===== src/hdl/dtm_cfg.svh =====
`ifndef DTM_CFG_SVH
`define DTM_CFG_SVH

// Register byte offsets
`define OFS_CTRL        8'h00
`define OFS_RATE        8'h04
`define OFS_HIGH_LIMIT  8'h08
`define OFS_LOW_LIMIT   8'h0C
`define OFS_LOCAL_TEMP  8'h10
`define OFS_REMOTE_TEMP 8'h14
`define OFS_STATUS      8'h18
`define OFS_IRQ_STATUS  8'h1C
`define OFS_IRQ_CLEAR   8'h20
`define OFS_IRQ_ENABLE  8'h24

// Control fields
`define CTRL_STANDBY    0
`define CTRL_ONESHOT    1

// Reset values
`define RATE_RST        3'h4
`define HIGH_LIMIT_RST  8'h46
`define LOW_LIMIT_RST   8'h00
`define TEMP_RST        8'h00
`define REMOTE_RST      11'h000

// Rate codes: 0 is 1/16 Hz, each step doubles, 7 is 8 Hz
`define RATE_EXT_MAX    3'h3
`define RATE_FASTEST    3'h7

// Interrupt bits
`define IRQ_W           5
`define IRQ_LOCAL_HIGH  0
`define IRQ_LOCAL_LOW   1
`define IRQ_REMOTE_HIGH 2
`define IRQ_REMOTE_LOW  3
`define IRQ_CONV_DONE   4

// Three-level address pin codes
`define PIN_LOW         2'h0
`define PIN_HIGH        2'h1
`define PIN_FLOAT       2'h2

// Timing
`define CLK_KHZ           50000
`define SLOWEST_PERIOD_MS 16000

// AXI responses
`define RESP_OKAY       2'h0
`define RESP_SLVERR     2'h2

`endif


===== src/hdl/dtm_pkg.sv =====
`default_nettype none
package dtm_pkg;
    `include "dtm_cfg.svh"

    typedef struct packed {
        logic [7:0]  local_raw;
        logic [10:0] remote_raw;
    } meas_t;

    typedef struct packed {
        logic [1:0] pin_a;
        logic [1:0] pin_b;
    } addr_pins_t;

    typedef enum logic {
        SCHED_IDLE,
        SCHED_BUSY
    } sched_state_t;
endpackage : dtm_pkg
`default_nettype wire


===== src/hdl/dual_temp_monitor_core.sv =====
// Behaviour
// Load temperatures only when conversion completes
// Start conversions periodically at programmed rate
// One-shot command starts conversion at once
// Local temperature reported in one-degree steps
// Remote: eighth-degree extended, one-degree basic
// Slow rates select extended remote mode
// Fast rates select basic remote mode
// Alarm above high or below low limit
// Two three-level pins pick nine addresses
// Standby from register bit or pin
// Standby pin high runs, low sleeps
// Alert is open drain, pulled low
// Sample address pins at reset, each conversion (code skips resampling at the fastest rate)
// Temperatures read zero until first result
// Standby stops periodic starts, registers stay live
//
// Local design decisions: the placing of the registers and the AXI4-Lite register port.
`default_nettype none
`include "dtm_cfg.svh"
module dual_temp_monitor_core #(
    parameter int unsigned SLOWEST_PERIOD_CYC =
        `SLOWEST_PERIOD_MS * `CLK_KHZ,
    parameter logic [6:0]  BASE_ADDR          = 7'h20
) (
    input  wire logic               aclk,
    input  wire logic               aresetn,
    input  wire logic [7:0]         awaddr,
    input  wire logic               awvalid,
    output logic                    awready,
    input  wire logic [31:0]        wdata,
    input  wire logic [3:0]         wstrb,
    input  wire logic               wvalid,
    output logic                    wready,
    output logic [1:0]              bresp,
    output logic                    bvalid,
    input  wire logic               bready,
    input  wire logic [7:0]         araddr,
    input  wire logic               arvalid,
    output logic                    arready,
    output logic [31:0]             rdata,
    output logic [1:0]              rresp,
    output logic                    rvalid,
    input  wire logic               rready,
    input  wire dtm_pkg::meas_t     meas,
    input  wire logic               conv_done,
    output logic                    conv_start,
    output logic                    conv_extended,
    input  wire logic               low_power_request_n,
    input  wire dtm_pkg::addr_pins_t addr_pins,
    output logic [6:0]              bus_address,
    output logic                    standby_active,
    output logic                    alert_o,
    output logic                    alert_oe,
    output logic                    irq
);
    import dtm_pkg::*;
    function automatic logic [1:0] pin_level(input logic [1:0] p);
        pin_level = (p == `PIN_HIGH)  ? 2'h2 :
                    (p == `PIN_FLOAT) ? 2'h1 : 2'h0;
    endfunction : pin_level

    ////////////////////////////////////////////////////////////////////////
    // Pin synchronisers
    logic       low_power_request_n_s1_r, low_power_request_n_s2_r;
    addr_pins_t pins_s1_r, pins_s2_r;

    always_ff @(posedge aclk) begin
        if (!aresetn) begin
            low_power_request_n_s1_r <= 1'b1;
            low_power_request_n_s2_r <= 1'b1;
            pins_s1_r <= '0;
            pins_s2_r <= '0;
        end else begin
            low_power_request_n_s1_r <= low_power_request_n;
            low_power_request_n_s2_r <= low_power_request_n_s1_r;
            pins_s1_r <= addr_pins;
            pins_s2_r <= pins_s1_r;
        end
    end

    ////////////////////////////////////////////////////////////////////////
    // Registers
    logic               standby_sw_r;
    logic [2:0]         rate_r;
    logic [7:0]         high_r, low_r;
    logic [7:0]         local_temp_r;
    logic [10:0]        remote_temp_r;
    logic [`IRQ_W-1:0]  irq_stat_r, irq_en_r;
    logic [3:0]         addr_idx_r;
    logic               init_r;
    logic               ext_cur_r;

    // AXI state
    logic               aw_have_r, w_have_r;
    logic [7:0]         aw_addr_r;
    logic [31:0]        w_data_r;
    logic [3:0]         w_strb_r;

    logic               sched_start_w, busy_w;
    logic               wr_go_w, wr_ok_w, lane0_w;
    logic               oneshot_w;
    logic               cap_w, samp_w;
    logic               standby_w;
    logic [`IRQ_W-1:0]  irq_set_w, irq_clr_w;
    logic [3:0]         addr_idx_w;
    logic [7:0]         remote_int_w;
    logic [31:0]        rd_data_w;
    logic               rd_ok_w;

    assign wr_go_w   = aw_have_r && w_have_r && !bvalid;
    assign lane0_w   = w_strb_r[0];
    assign wr_ok_w   = (aw_addr_r == `OFS_CTRL)
                    || (aw_addr_r == `OFS_RATE)
                    || (aw_addr_r == `OFS_HIGH_LIMIT)
                    || (aw_addr_r == `OFS_LOW_LIMIT)
                    || (aw_addr_r == `OFS_IRQ_CLEAR)
                    || (aw_addr_r == `OFS_IRQ_ENABLE);
    assign oneshot_w = wr_go_w && lane0_w && aw_addr_r == `OFS_CTRL
                    && w_data_r[`CTRL_ONESHOT];
    assign irq_clr_w = (wr_go_w && lane0_w
                    && aw_addr_r == `OFS_IRQ_CLEAR)
                    ? w_data_r[`IRQ_W-1:0] : '0;
    // Pin is active low; either source forces standby
    assign standby_w = standby_sw_r || !low_power_request_n_s2_r;
    assign cap_w     = conv_done && busy_w;
    assign remote_int_w = meas.remote_raw[10:3];
    // Alarm compares the fresh result against signed limits
    assign irq_set_w[`IRQ_LOCAL_HIGH]  = cap_w &&
        $signed(meas.local_raw) > $signed(high_r);
    assign irq_set_w[`IRQ_LOCAL_LOW]   = cap_w &&
        $signed(meas.local_raw) < $signed(low_r);
    assign irq_set_w[`IRQ_REMOTE_HIGH] = cap_w &&
        $signed(remote_int_w) > $signed(high_r);
    assign irq_set_w[`IRQ_REMOTE_LOW]  = cap_w &&
        $signed(remote_int_w) < $signed(low_r);
    assign irq_set_w[`IRQ_CONV_DONE]   = cap_w;
    assign addr_idx_w = 4'(pin_level(pins_s2_r.pin_a)) * 4'h3
                      + 4'(pin_level(pins_s2_r.pin_b));
    // Fastest rate skips resampling to save pin bias time
    assign samp_w = init_r
                 || (sched_start_w && rate_r != `RATE_FASTEST);

    ////////////////////////////////////////////////////////////////////////
    // Read decode
    always_comb begin
        rd_ok_w   = 1'b1;
        rd_data_w = 32'h0000_0000;
        if (araddr == `OFS_CTRL) begin
            rd_data_w[`CTRL_STANDBY] = standby_sw_r;
        end else if (araddr == `OFS_RATE) begin
            rd_data_w[2:0] = rate_r;
        end else if (araddr == `OFS_HIGH_LIMIT) begin
            rd_data_w[7:0] = high_r;
        end else if (araddr == `OFS_LOW_LIMIT) begin
            rd_data_w[7:0] = low_r;
        end else if (araddr == `OFS_LOCAL_TEMP) begin
            rd_data_w[7:0] = local_temp_r;
        end else if (araddr == `OFS_REMOTE_TEMP) begin
            rd_data_w[10:0] = remote_temp_r;
        end else if (araddr == `OFS_STATUS) begin
            rd_data_w[7:0] = {addr_idx_r, ext_cur_r, conv_extended,
                              standby_w, busy_w};
        end else if (araddr == `OFS_IRQ_STATUS) begin
            rd_data_w[`IRQ_W-1:0] = irq_stat_r;
        end else if (araddr == `OFS_IRQ_ENABLE) begin
            rd_data_w[`IRQ_W-1:0] = irq_en_r;
        end else if (araddr == `OFS_IRQ_CLEAR) begin
            rd_data_w = 32'h0000_0000;
        end else begin
            rd_ok_w = 1'b0;
        end
    end

    ////////////////////////////////////////////////////////////////////////
    // AXI4-Lite handshakes
    always_ff @(posedge aclk) begin
        if (!aresetn) begin
            awready   <= 1'b1;
            wready    <= 1'b1;
            aw_have_r <= 1'b0;
            w_have_r  <= 1'b0;
            aw_addr_r <= 8'h00;
            w_data_r  <= 32'h0000_0000;
            w_strb_r  <= 4'h0;
            bvalid    <= 1'b0;
            bresp     <= `RESP_OKAY;
        end else begin
            if (awvalid && awready) begin
                awready   <= 1'b0;
                aw_have_r <= 1'b1;
                aw_addr_r <= awaddr;
            end
            if (wvalid && wready) begin
                wready   <= 1'b0;
                w_have_r <= 1'b1;
                w_data_r <= wdata;
                w_strb_r <= wstrb;
            end
            if (wr_go_w) begin
                bvalid    <= 1'b1;
                bresp     <= wr_ok_w ? `RESP_OKAY : `RESP_SLVERR;
                aw_have_r <= 1'b0;
                w_have_r  <= 1'b0;
            end
            if (bvalid && bready) begin
                bvalid  <= 1'b0;
                awready <= 1'b1;
                wready  <= 1'b1;
            end
        end
    end

    always_ff @(posedge aclk) begin
        if (!aresetn) begin
            arready <= 1'b1;
            rvalid  <= 1'b0;
            rdata   <= 32'h0000_0000;
            rresp   <= `RESP_OKAY;
        end else if (arvalid && arready) begin
            arready <= 1'b0;
            rvalid  <= 1'b1;
            rdata   <= rd_data_w;
            rresp   <= rd_ok_w ? `RESP_OKAY : `RESP_SLVERR;
        end else if (rvalid && rready) begin
            rvalid  <= 1'b0;
            arready <= 1'b1;
        end
    end

    ////////////////////////////////////////////////////////////////////////
    // Software registers; stay writable in standby
    always_ff @(posedge aclk) begin
        if (!aresetn) begin
            standby_sw_r <= 1'b0;
            rate_r       <= `RATE_RST;
            high_r       <= `HIGH_LIMIT_RST;
            low_r        <= `LOW_LIMIT_RST;
            irq_en_r     <= '0;
        end else if (wr_go_w && lane0_w) begin
            if (aw_addr_r == `OFS_CTRL) begin
                standby_sw_r <= w_data_r[`CTRL_STANDBY];
            end else if (aw_addr_r == `OFS_RATE) begin
                rate_r <= w_data_r[2:0];
            end else if (aw_addr_r == `OFS_HIGH_LIMIT) begin
                high_r <= w_data_r[7:0];
            end else if (aw_addr_r == `OFS_LOW_LIMIT) begin
                low_r <= w_data_r[7:0];
            end else if (aw_addr_r == `OFS_IRQ_ENABLE) begin
                irq_en_r <= w_data_r[`IRQ_W-1:0];
            end
        end
    end

    ////////////////////////////////////////////////////////////////////////
    // Conversion control and results
    conv_sched #(
        .SLOWEST_PERIOD_CYC (SLOWEST_PERIOD_CYC)
    ) u_sched (
        .aclk    (aclk),
        .aresetn (aresetn),
        .rate    (rate_r),
        .standby (standby_w),
        .oneshot (oneshot_w),
        .done    (conv_done),
        .start_o (sched_start_w),
        .busy_o  (busy_w)
    );

    always_ff @(posedge aclk) begin
        if (!aresetn) begin
            local_temp_r  <= `TEMP_RST;
            remote_temp_r <= `REMOTE_RST;
            conv_start    <= 1'b0;
            conv_extended <= (`RATE_RST <= `RATE_EXT_MAX);
            ext_cur_r     <= 1'b1;
        end else begin
            conv_start    <= sched_start_w;
            conv_extended <= rate_r <= `RATE_EXT_MAX;
            if (sched_start_w) begin
                ext_cur_r <= conv_extended;
            end
            if (cap_w) begin
                local_temp_r <= meas.local_raw;
                // Basic mode drops the fraction bits
                remote_temp_r <= ext_cur_r ? meas.remote_raw
                    : {meas.remote_raw[10:3], 3'h0};
            end
        end
    end

    ////////////////////////////////////////////////////////////////////////
    // Address selection, standby, interrupts
    always_ff @(posedge aclk) begin
        if (!aresetn) begin
            init_r      <= 1'b1;
            addr_idx_r  <= 4'h0;
            bus_address <= 7'h00;
        end else begin
            init_r <= 1'b0;
            if (samp_w) begin
                addr_idx_r  <= addr_idx_w;
                bus_address <= BASE_ADDR + 7'(addr_idx_w);
            end
        end
    end

    always_ff @(posedge aclk) begin
        if (!aresetn) begin
            irq_stat_r     <= '0;
            irq            <= 1'b0;
            alert_o        <= 1'b0;
            alert_oe       <= 1'b0;
            standby_active <= 1'b0;
        end else begin
            // Set wins over a clear in the same cycle
            irq_stat_r     <= (irq_stat_r & ~irq_clr_w) | irq_set_w;
            irq            <= |(irq_stat_r & irq_en_r);
            alert_o        <= 1'b0;
            alert_oe       <= |(irq_stat_r & irq_en_r);
            standby_active <= standby_w;
        end
    end

    ////////////////////////////////////////////////////////////////////////
    result_hold_a: assert property (
        @(posedge aclk) disable iff (!aresetn)
        !cap_w |=> $stable(local_temp_r) && $stable(remote_temp_r)
    ) else $error("temperature changed without a conversion");

    local_load_a: assert property (
        @(posedge aclk) disable iff (!aresetn)
        cap_w |=> local_temp_r == $past(meas.local_raw)
    ) else $error("local result not loaded");

    remote_basic_a: assert property (
        @(posedge aclk) disable iff (!aresetn)
        cap_w && !ext_cur_r |=> remote_temp_r[2:0] == 3'h0
    ) else $error("basic mode kept fraction bits");

    ext_mode_a: assert property (
        @(posedge aclk) disable iff (!aresetn)
        ##1 conv_extended == ($past(rate_r) <= `RATE_EXT_MAX)
    ) else $error("extended mode does not follow rate");

    fast_basic_a: assert property (
        @(posedge aclk) disable iff (!aresetn)
        rate_r > `RATE_EXT_MAX ##1 $stable(rate_r) |-> !conv_extended
    ) else $error("fast rate not in basic mode");

    alarm_high_a: assert property (
        @(posedge aclk) disable iff (!aresetn)
        cap_w && $signed(meas.local_raw) > $signed(high_r)
        |=> irq_stat_r[`IRQ_LOCAL_HIGH]
    ) else $error("high alarm not flagged");

    addr_range_a: assert property (
        @(posedge aclk) disable iff (!aresetn) !init_r |->
        addr_idx_r <= 4'h8 && bus_address == BASE_ADDR + 7'(addr_idx_r)
    ) else $error("address out of nine slots");

    addr_sample_a: assert property (
        @(posedge aclk) disable iff (!aresetn)
        sched_start_w && rate_r == `RATE_FASTEST && !init_r
        |=> $stable(addr_idx_r)
    ) else $error("address resampled at fastest rate");

    standby_pin_a: assert property (
        @(posedge aclk) disable iff (!aresetn)
        !low_power_request_n_s2_r |=> standby_active
    ) else $error("low standby pin did not enter standby");

    alert_drive_a: assert property (
        @(posedge aclk) disable iff (!aresetn)
        ##1 alert_oe == $past(|(irq_stat_r & irq_en_r)) && !alert_o
    ) else $error("alert not pulled low for enabled event");
endmodule : dual_temp_monitor_core
`default_nettype wire


===== src/hdl/conv_sched.sv =====
`default_nettype none
module conv_sched #(
    parameter int unsigned SLOWEST_PERIOD_CYC = 32'd800_000_000
) (
    input  wire logic       aclk,
    input  wire logic       aresetn,
    input  wire logic [2:0] rate,
    input  wire logic       standby,
    input  wire logic       oneshot,
    input  wire logic       done,
    output logic            start_o,
    output logic            busy_o
);
    import dtm_pkg::*;

    logic [31:0]  cnt_r;
    logic         pend_r;
    sched_state_t state_r;
    logic [31:0]  period_w;
    logic         tick_w;
    logic         go_w;

    assign period_w = SLOWEST_PERIOD_CYC >> rate;
    assign tick_w   = (cnt_r + 32'h0000_0001) >= period_w;
    // Periodic slots are suppressed in standby
    assign go_w     = (tick_w && !standby) || oneshot || pend_r;

    ////////////////////////////////////////////////////////////////////////
    always_ff @(posedge aclk) begin
        if (!aresetn) begin
            cnt_r   <= 32'h0000_0000;
            pend_r  <= 1'b0;
            start_o <= 1'b0;
            state_r <= SCHED_IDLE;
        end else begin
            start_o <= 1'b0;
            if (start_o) begin
                cnt_r <= 32'h0000_0000;
            end else if (!tick_w) begin
                cnt_r <= cnt_r + 32'h0000_0001;
            end
            // One-shot during a conversion waits for it to finish
            if (start_o) begin
                pend_r <= 1'b0;
            end else if (oneshot) begin
                pend_r <= 1'b1;
            end
            case (state_r)
                SCHED_IDLE: begin
                    if (start_o) begin
                        state_r <= SCHED_BUSY;
                    end else if (go_w) begin
                        start_o <= 1'b1;
                    end
                end
                SCHED_BUSY: begin
                    if (done) begin
                        state_r <= SCHED_IDLE;
                    end
                end
                default: state_r <= SCHED_IDLE;
            endcase
        end
    end

    assign busy_o = (state_r == SCHED_BUSY);

    ////////////////////////////////////////////////////////////////////////
    oneshot_start_a: assert property (
        @(posedge aclk) disable iff (!aresetn)
        oneshot && state_r == SCHED_IDLE && !start_o |=> start_o
    ) else $error("one-shot did not start a conversion");

    no_periodic_a: assert property (
        @(posedge aclk) disable iff (!aresetn)
        standby && !oneshot && !pend_r |=> !start_o
    ) else $error("periodic start while in standby");
endmodule : conv_sched
`default_nettype wire


===== config.mk =====
export PLATFORM = sky130hd
export DESIGN_NAME = dual_temp_monitor_core
export DESIGN_NICKNAME = d
export VERILOG_FILES = /design/src/hdl/dtm_pkg.sv /design/src/hdl/dual_temp_monitor_core.sv /design/src/hdl/conv_sched.sv
export VERILOG_INCLUDE_DIRS = /design/src /design/src/hdl
export SDC_FILE = /design/constraint.sdc
export NUM_CORES = 1
export LEC_CHECK = 0
export BUFFER_PORTS_ARGS = -buffer_cell sky130_fd_sc_hd__buf_2
export CAP_MARGIN = 10
export CORE_MARGIN = 3
export CORE_UTILIZATION = 40
export CTS_CLUSTER_DIAMETER = 80
export DETAILED_ROUTE_END_ITERATION = 16
export GPL_TIMING_DRIVEN = 0
export PLACE_DENSITY_LB_ADDON = 0.3
export SLEW_MARGIN = 20
export SYNTH_ARGS = -nofsm -noshare
export SYNTH_HDL_FRONTEND = slang
export SYNTH_SLANG_ARGS = --single-unit

===== constraint.sdc =====
create_clock -name aclk -period 4.5 [get_ports aclk]
set_clock_uncertainty 0.15 [all_clocks]
set_input_delay 0.45 -clock aclk [delete_from_list [all_inputs] [get_ports aclk]]
set_output_delay 0.45 -clock aclk [all_outputs]
set_load 0.02 [all_outputs]

[After elaboration in Yosys (flattened, before gate mapping)]
Index checks and enable logic that the tools add are counted.
Storage, ports and cells
  register bits: 171
  latch bits: 0
  RAM bits: 0
  bits in read-only memories: 0
  bits of input ports: 84
  output and inout bits: 54
  memories: 0
Cells by class
  $add $sub $neg: 3
  $mul: 1
  div/mod/pow operators: 0
  order comparisons: 6
  eq/ne operators: 19
  shifts and indexed selects: 1
  mux-type cells: 67
  bitwise gates (word level): 10
  reductions and logical operators: 43
Operators by type and width (count)
  32-bit 2-to-1 mux: 9
  27-bit 2-to-1 mux: 9
  24-bit 2-to-1 mux: 10
  32-bit by 1-bit adder with 32-bit output (second input constant): 1
  8-bit by 4-bit == test with 1-bit output (second input constant): 4
  8-bit by 5-bit == test with 1-bit output (second input constant): 4
  8-bit by 6-bit == test with 1-bit output (second input constant): 4
  32-bit greater-or-equal comparator: 1
  8-bit 2-to-1 mux: 4
  30-bit by 3-bit right shift with 32-bit output (first input constant): 1
  31-bit 2-to-1 mux: 1
  29-bit 2-to-1 mux: 1
  1-bit 2-to-1 mux: 21
  21-bit 2-to-1 mux: 1
  1-bit logical AND: 18
  8-bit by 3-bit == test with 1-bit output (second input constant): 2
  8-bit greater-than comparator: 2
  8-bit logical NOT: 2
  8-bit < comparator: 2
  5-bit 2-to-1 mux: 3
  11-bit 2-to-1 mux: 1
  5-bit AND: 2
  1-bit logical OR: 9
  2-bit 2-to-1 mux: 4
  22 further kinds: 34

[Depth between registers and ports, before layout]
  depth in word-level cells: 32
  mapped depth: 17
  gate-level depth less buffers: 14

[By module]
A second synthesis with hierarchy kept.
Unflattened totals
  cell total of the unflattened synthesis: 965
  area, all modules: 8046.5 um^2
By module, submodules not included
  dual_temp_monitor_core: times used 1, cells each 629, area an instance 5372.7 um^2, sequential area each 2142.1 um^2
  conv_sched: times used 1, cells each 336, area an instance 2673.8 um^2, sequential area each 700.7 um^2

[Worst setup path before layout]
No wires, ideal clock.
  path kind: register -> register
  start point: register u_sched.cnt_r[0]
  end point: register u_sched.cnt_r[24]
  library setup time: 0.070 ns
  arrival: 3.438 ns
  required time: 4.280 ns
  slack: 0.841 ns
  stages on the path, launching flop included: 18
  period minus slack after synthesis: 3.659 ns
  path through: dfxtp_1 > ha_1 > and3_1 > clkbuf_1 > nand2_1 > nor3_1 > nand3_1 > xnor2_1 > ha_1 > a21o_1 > a211o_1 > nor4_1 > o211ai_1 > a21o_1 > buf_6 > clkbuf_2 > or3_1 > a21oi_1
Between the ends
  longest elaborated chain between the ends: 2
RTL lines
  from (decl): RTL line conv_sched.sv:16  | logic [31:0] cnt_r;
  from (signal assigned): RTL line conv_sched.sv:40  | cnt_r <= cnt_r + 32'h0000_0001;
  32-bit by 1-bit adder with 32-bit output *: RTL line conv_sched.sv:24, conv_sched.sv:40
  32-bit greater-or-equal comparator: RTL line conv_sched.sv:24  | assign tick_w = (cnt_r + 32'h0000_0001) >= period_w;
Mark *: on every way between the ends. The rest lies on a longest branch, timed or not.
A chain may end at the register's enable or synchronous reset.

[Worst setup path after layout]
  start point: register u_sched.cnt_r[0]
  end point: register u_sched.cnt_r[27]
The elaborated chain is that of the path after synthesis.

==> metrics <==
Bufs and invs on worst path 2; filler cell count in the final layout 1895; total of max-cap violations 0; clock tree from TritonCTS done; net count of the finished layout 1248; row count 50; switching power of the nets 0.734 mW; Post-DRT Antenna Nets 0; post-route worst setup slack 0.315 ns; CTS clk-pin slew, worst paths 0.06 ns; area of the die 0.0213 mm²; CTS Buf Count 17; area share of the leading cell type in the synthesized netlist 36.2%; Detail Placement HPWL 17.2 mm; most common cell after layout, fill and taps aside sky130_fd_sc_hd__dfxtp_1; DRC viols 0; first-pass GRT wire length 35.9 mm; fraction of registers with async set or reset after synthesis 0%; via count 7290; cell-by-cell trace of the critical path ha_1, and3_2, nand2_1, nor3_1, nand3_1, xnor2_1, ha_1, a21o_1, a211o_1, nor4_1, o211ai_1, a21o_1, buf_6, clkbuf_2, or3_1, a21oi_1; Final Hold Violating Endpoints 0; start of the worst register-to-register path u_sched.cnt_r[0]; endpoints failing setup 0; Register-to-Register Setup Slack 0.31 ns; cells on worst reg2reg path 16; multi-input gate area in the final layout 0.00459 mm²; sort of element at the end of the critical path flop; kind of start point of the critical path flop; flop and latch count out of synthesis 142; portion of total power attributed to sequential cells 42.1%; Port Buffers 81; GRT Resource Usage Total 20.7%; count of pins on the block boundary 138; Root Buffer sky130_fd_sc_hd__clkbuf_16; kind of cell adding the most delay to the critical path simple AND/OR/NAND/NOR gates; commonest cells after routing, fill and taps aside sky130_fd_sc_hd__dfxtp_1, sky130_fd_sc_hd__nand2_1, sky130_fd_sc_hd__a21oi_1; worst reg2reg path endpoint u_sched.cnt_r[27]; result of the run completed; average size of a mapped cell 8.04 µm²; number of unique standard cell types used by synthesis 55; Synthesis Warnings 0; clock tree sinks 142; core box area 0.0190 mm²; clock period minus worst slack 4.19 ns; switching portion of total power 23.6%; number of DRC violations after detailed-routing iteration 0 479; grt total ovfl 0; hold_buf cts 0; wire length per cell 16.2 µm; top achievable clock speed 239 MHz; per-cell via count in the routed design 5.31; Logic pwr share 7.7%; slew of the pin with the lowest slew margin 0.712 ns; routed wire length 22.2 mm; data required time at the worst endpoint 4.69 ns; pin count of the biggest net entering global routing 17; Pint 2.37 mW; sequential element share of the synthesized area 36.2%; Detailed Routing Iterations Pass 1 5; Slowest-stage cell, CP sky130_fd_sc_hd__dfxtp_1; Power Total 3.11 mW; height of the chip 146 µm; EDFF count, synth 0; Main synth FF type sky130_fd_sc_hd__dfxtp_1; initial core utilization 41.3%; H-tree levels 4; Hold Crit Depth 2; P&R area growth vs syn 18.9%; kind of critical path reg2reg; hold path start low_power_request_n; hold crit path type in2reg; Max stage delay on crit path 0.41 ns; highest fanout seen on the critical path 19; main area contributors after synthesis sky130_fd_sc_hd__dfxtp_1, sky130_fd_sc_hd__ha_1, sky130_fd_sc_hd__a21oi_1; Max VDD drop 0.227 mV; max-slew headroom at the worst pin 52.5%; post-synthesis instance area 0.00785 mm²; share of total power in the clock network 50.2%; data arrival time of the worst path 4.38 ns; clk buf depth 2; number of antenna violations at the first check in global routing 0; end point of the critical path u_sched.cnt_r[27]; diode count 0; last weighted congestion value of the routability-driven placer 0.914; dpl ws 0.130 ns; crit path launch u_sched.cnt_r[0]; Pleak 3.85 nW; Total Neg Setup Slack 0 ns; number of instances in the synthesized netlist 977; fraction of the cycle the final worst path needs 93.0%; instance count on the critical path 16; post-route worst hold slack 0.0557 ns; FF/Latch Area 0.00284 mm²; layout cell share with drive strength beyond 1 14.3%; post-synthesis cell type with the largest combined area sky130_fd_sc_hd__dfxtp_1; Worst-Skew Late Latency 0.43 ns; Horiz. Die Dim 146 µm; fin. max-slew vios 0; RSZ-0062 raised after global routing false; total power divided by cell area 333 mW/mm²; number of global-route vias before repair 6876
==> flip-flops by register name, indices dropped and copies added (netlist names), 3 cells and up <==
name and count:
w_data_r 8, pins_s1_r 4, pins_s2_r 4, irq_stat_r 5, rdata 11, remote_temp_r 11, u_sched.cnt_r 32, aw_addr_r 8
low_r 8, rate_r 3, irq_en_r 5, local_temp_r 8, high_r 8, addr_idx_r 3
==> metal layers <==
layer / vias to the layer above / track usage, % / wire length, µm / share of wire [%]
li1: 3643 / - / - / -
met1: 3391 / 27.4 / 10100 / 45
met2: 226 / 34.0 / 10500 / 47
met3: 30 / 4.47 / 1250 / 5.6
met4: 0 / 6.59 / 373 / 1.7
met5: - / 0 / 0 / 0
==> per-stage QoR <==
stage / util [%] / instances / cell area (µm²)
6_report: 49.1 / 1373 / 9340
5_1_grt: 49.1 / 1373 / 9340
4_1_cts: 49.0 / 1374 / 9330
3_5_place_dp: 45.6 / 1343 / 8680
3_3_place_gp: 45.6 / 1343 / 8680
2_1_floorplan: - / 1002 / 7950
==> worst reg2reg max path, cell delays in order (launching register included) <==
cell and delay, ns:
sky130_fd_sc_hd__dfxtp_1 0.41, sky130_fd_sc_hd__ha_1 0.21, sky130_fd_sc_hd__and3_2 0.31, sky130_fd_sc_hd__nand2_1 0.15
sky130_fd_sc_hd__nor3_1 0.20, sky130_fd_sc_hd__nand3_1 0.16, sky130_fd_sc_hd__xnor2_1 0.22, sky130_fd_sc_hd__ha_1 0.27
sky130_fd_sc_hd__a21o_1 0.19, sky130_fd_sc_hd__a211o_1 0.31, sky130_fd_sc_hd__nor4_1 0.31, sky130_fd_sc_hd__o211ai_1 0.18
sky130_fd_sc_hd__a21o_1 0.20, sky130_fd_sc_hd__buf_6 0.16, sky130_fd_sc_hd__clkbuf_2 0.21, sky130_fd_sc_hd__or3_1 0.34
sky130_fd_sc_hd__a21oi_1 0.15
==> power by group through the flow <==
stage          clock, mW  sequential, mW  combinational [mW]
6_report            1.56            1.31               0.240
5_1_grt             1.63            1.31               0.266
4_1_cts             1.57            1.31               0.239
3_5_place_dp           0            1.33               0.238
3_3_place_gp           0            1.33               0.234
2_1_floorplan          0            1.34               0.144
==> cell type report <==
| cell class | instances | area share, % |
|---|---|---|
| clock inverter | 13 | 2.28 |
| inverter | 35 | 1.41 |
| tap | 260 | 3.48 |
| buffer | 71 | 4.09 |
| multi-input combinational | 752 | 49.2 |
| timing repair buffer | 82 | 4.42 |
| sequential | 142 | 30.4 |
| clock buffer | 18 | 4.70 |
==> cell usage after synthesis (8+ instances only) <==
library cell / count
sky130_fd_sc_hd__a211oi_1: 11
sky130_fd_sc_hd__a21o_1: 10
sky130_fd_sc_hd__a21oi_1: 116
sky130_fd_sc_hd__a31oi_1: 8
sky130_fd_sc_hd__and2_1: 25
sky130_fd_sc_hd__buf_4: 27
sky130_fd_sc_hd__clkbuf_1: 39
sky130_fd_sc_hd__dfxtp_1: 142
sky130_fd_sc_hd__ha_1: 62
sky130_fd_sc_hd__inv_1: 34
sky130_fd_sc_hd__mux2i_1: 21
sky130_fd_sc_hd__nand2_1: 135
sky130_fd_sc_hd__nand3_1: 52
sky130_fd_sc_hd__nand4_1: 18
sky130_fd_sc_hd__nor2_1: 58
sky130_fd_sc_hd__nor3_1: 14
sky130_fd_sc_hd__o21ai_0: 52
sky130_fd_sc_hd__or3_1: 31
sky130_fd_sc_hd__xnor2_1: 28
==> worst min path at each step <==
stage	endpoint
finish	low_power_request_n_s1_r
global route	low_power_request_n_s1_r
CTS	low_power_request_n_s1_r
detailed placement	pins_s2_r[1]
global placement	pins_s2_r[2]
floorplan	low_power_request_n_s2_r
==> timing repair <==
item | in CTS | in global routing
buffers inserted | 0 | 1
gates resized for setup | 0 | 4
hold endpoints to repair | 0 | 0
endpoints found under the setup margin | 0 | 30
==> cell families after synthesis <==
kind of cell	share of synthesized area, %
mux	3.39
fa+ha+maj	10.1
xor+xnor	3.35
flops	36.2
simple gates	23.4
buf+inv	6.61
compound gates	16.9
other cells	0.0478
Note: power is estimated with default switching activity, not from simulation.
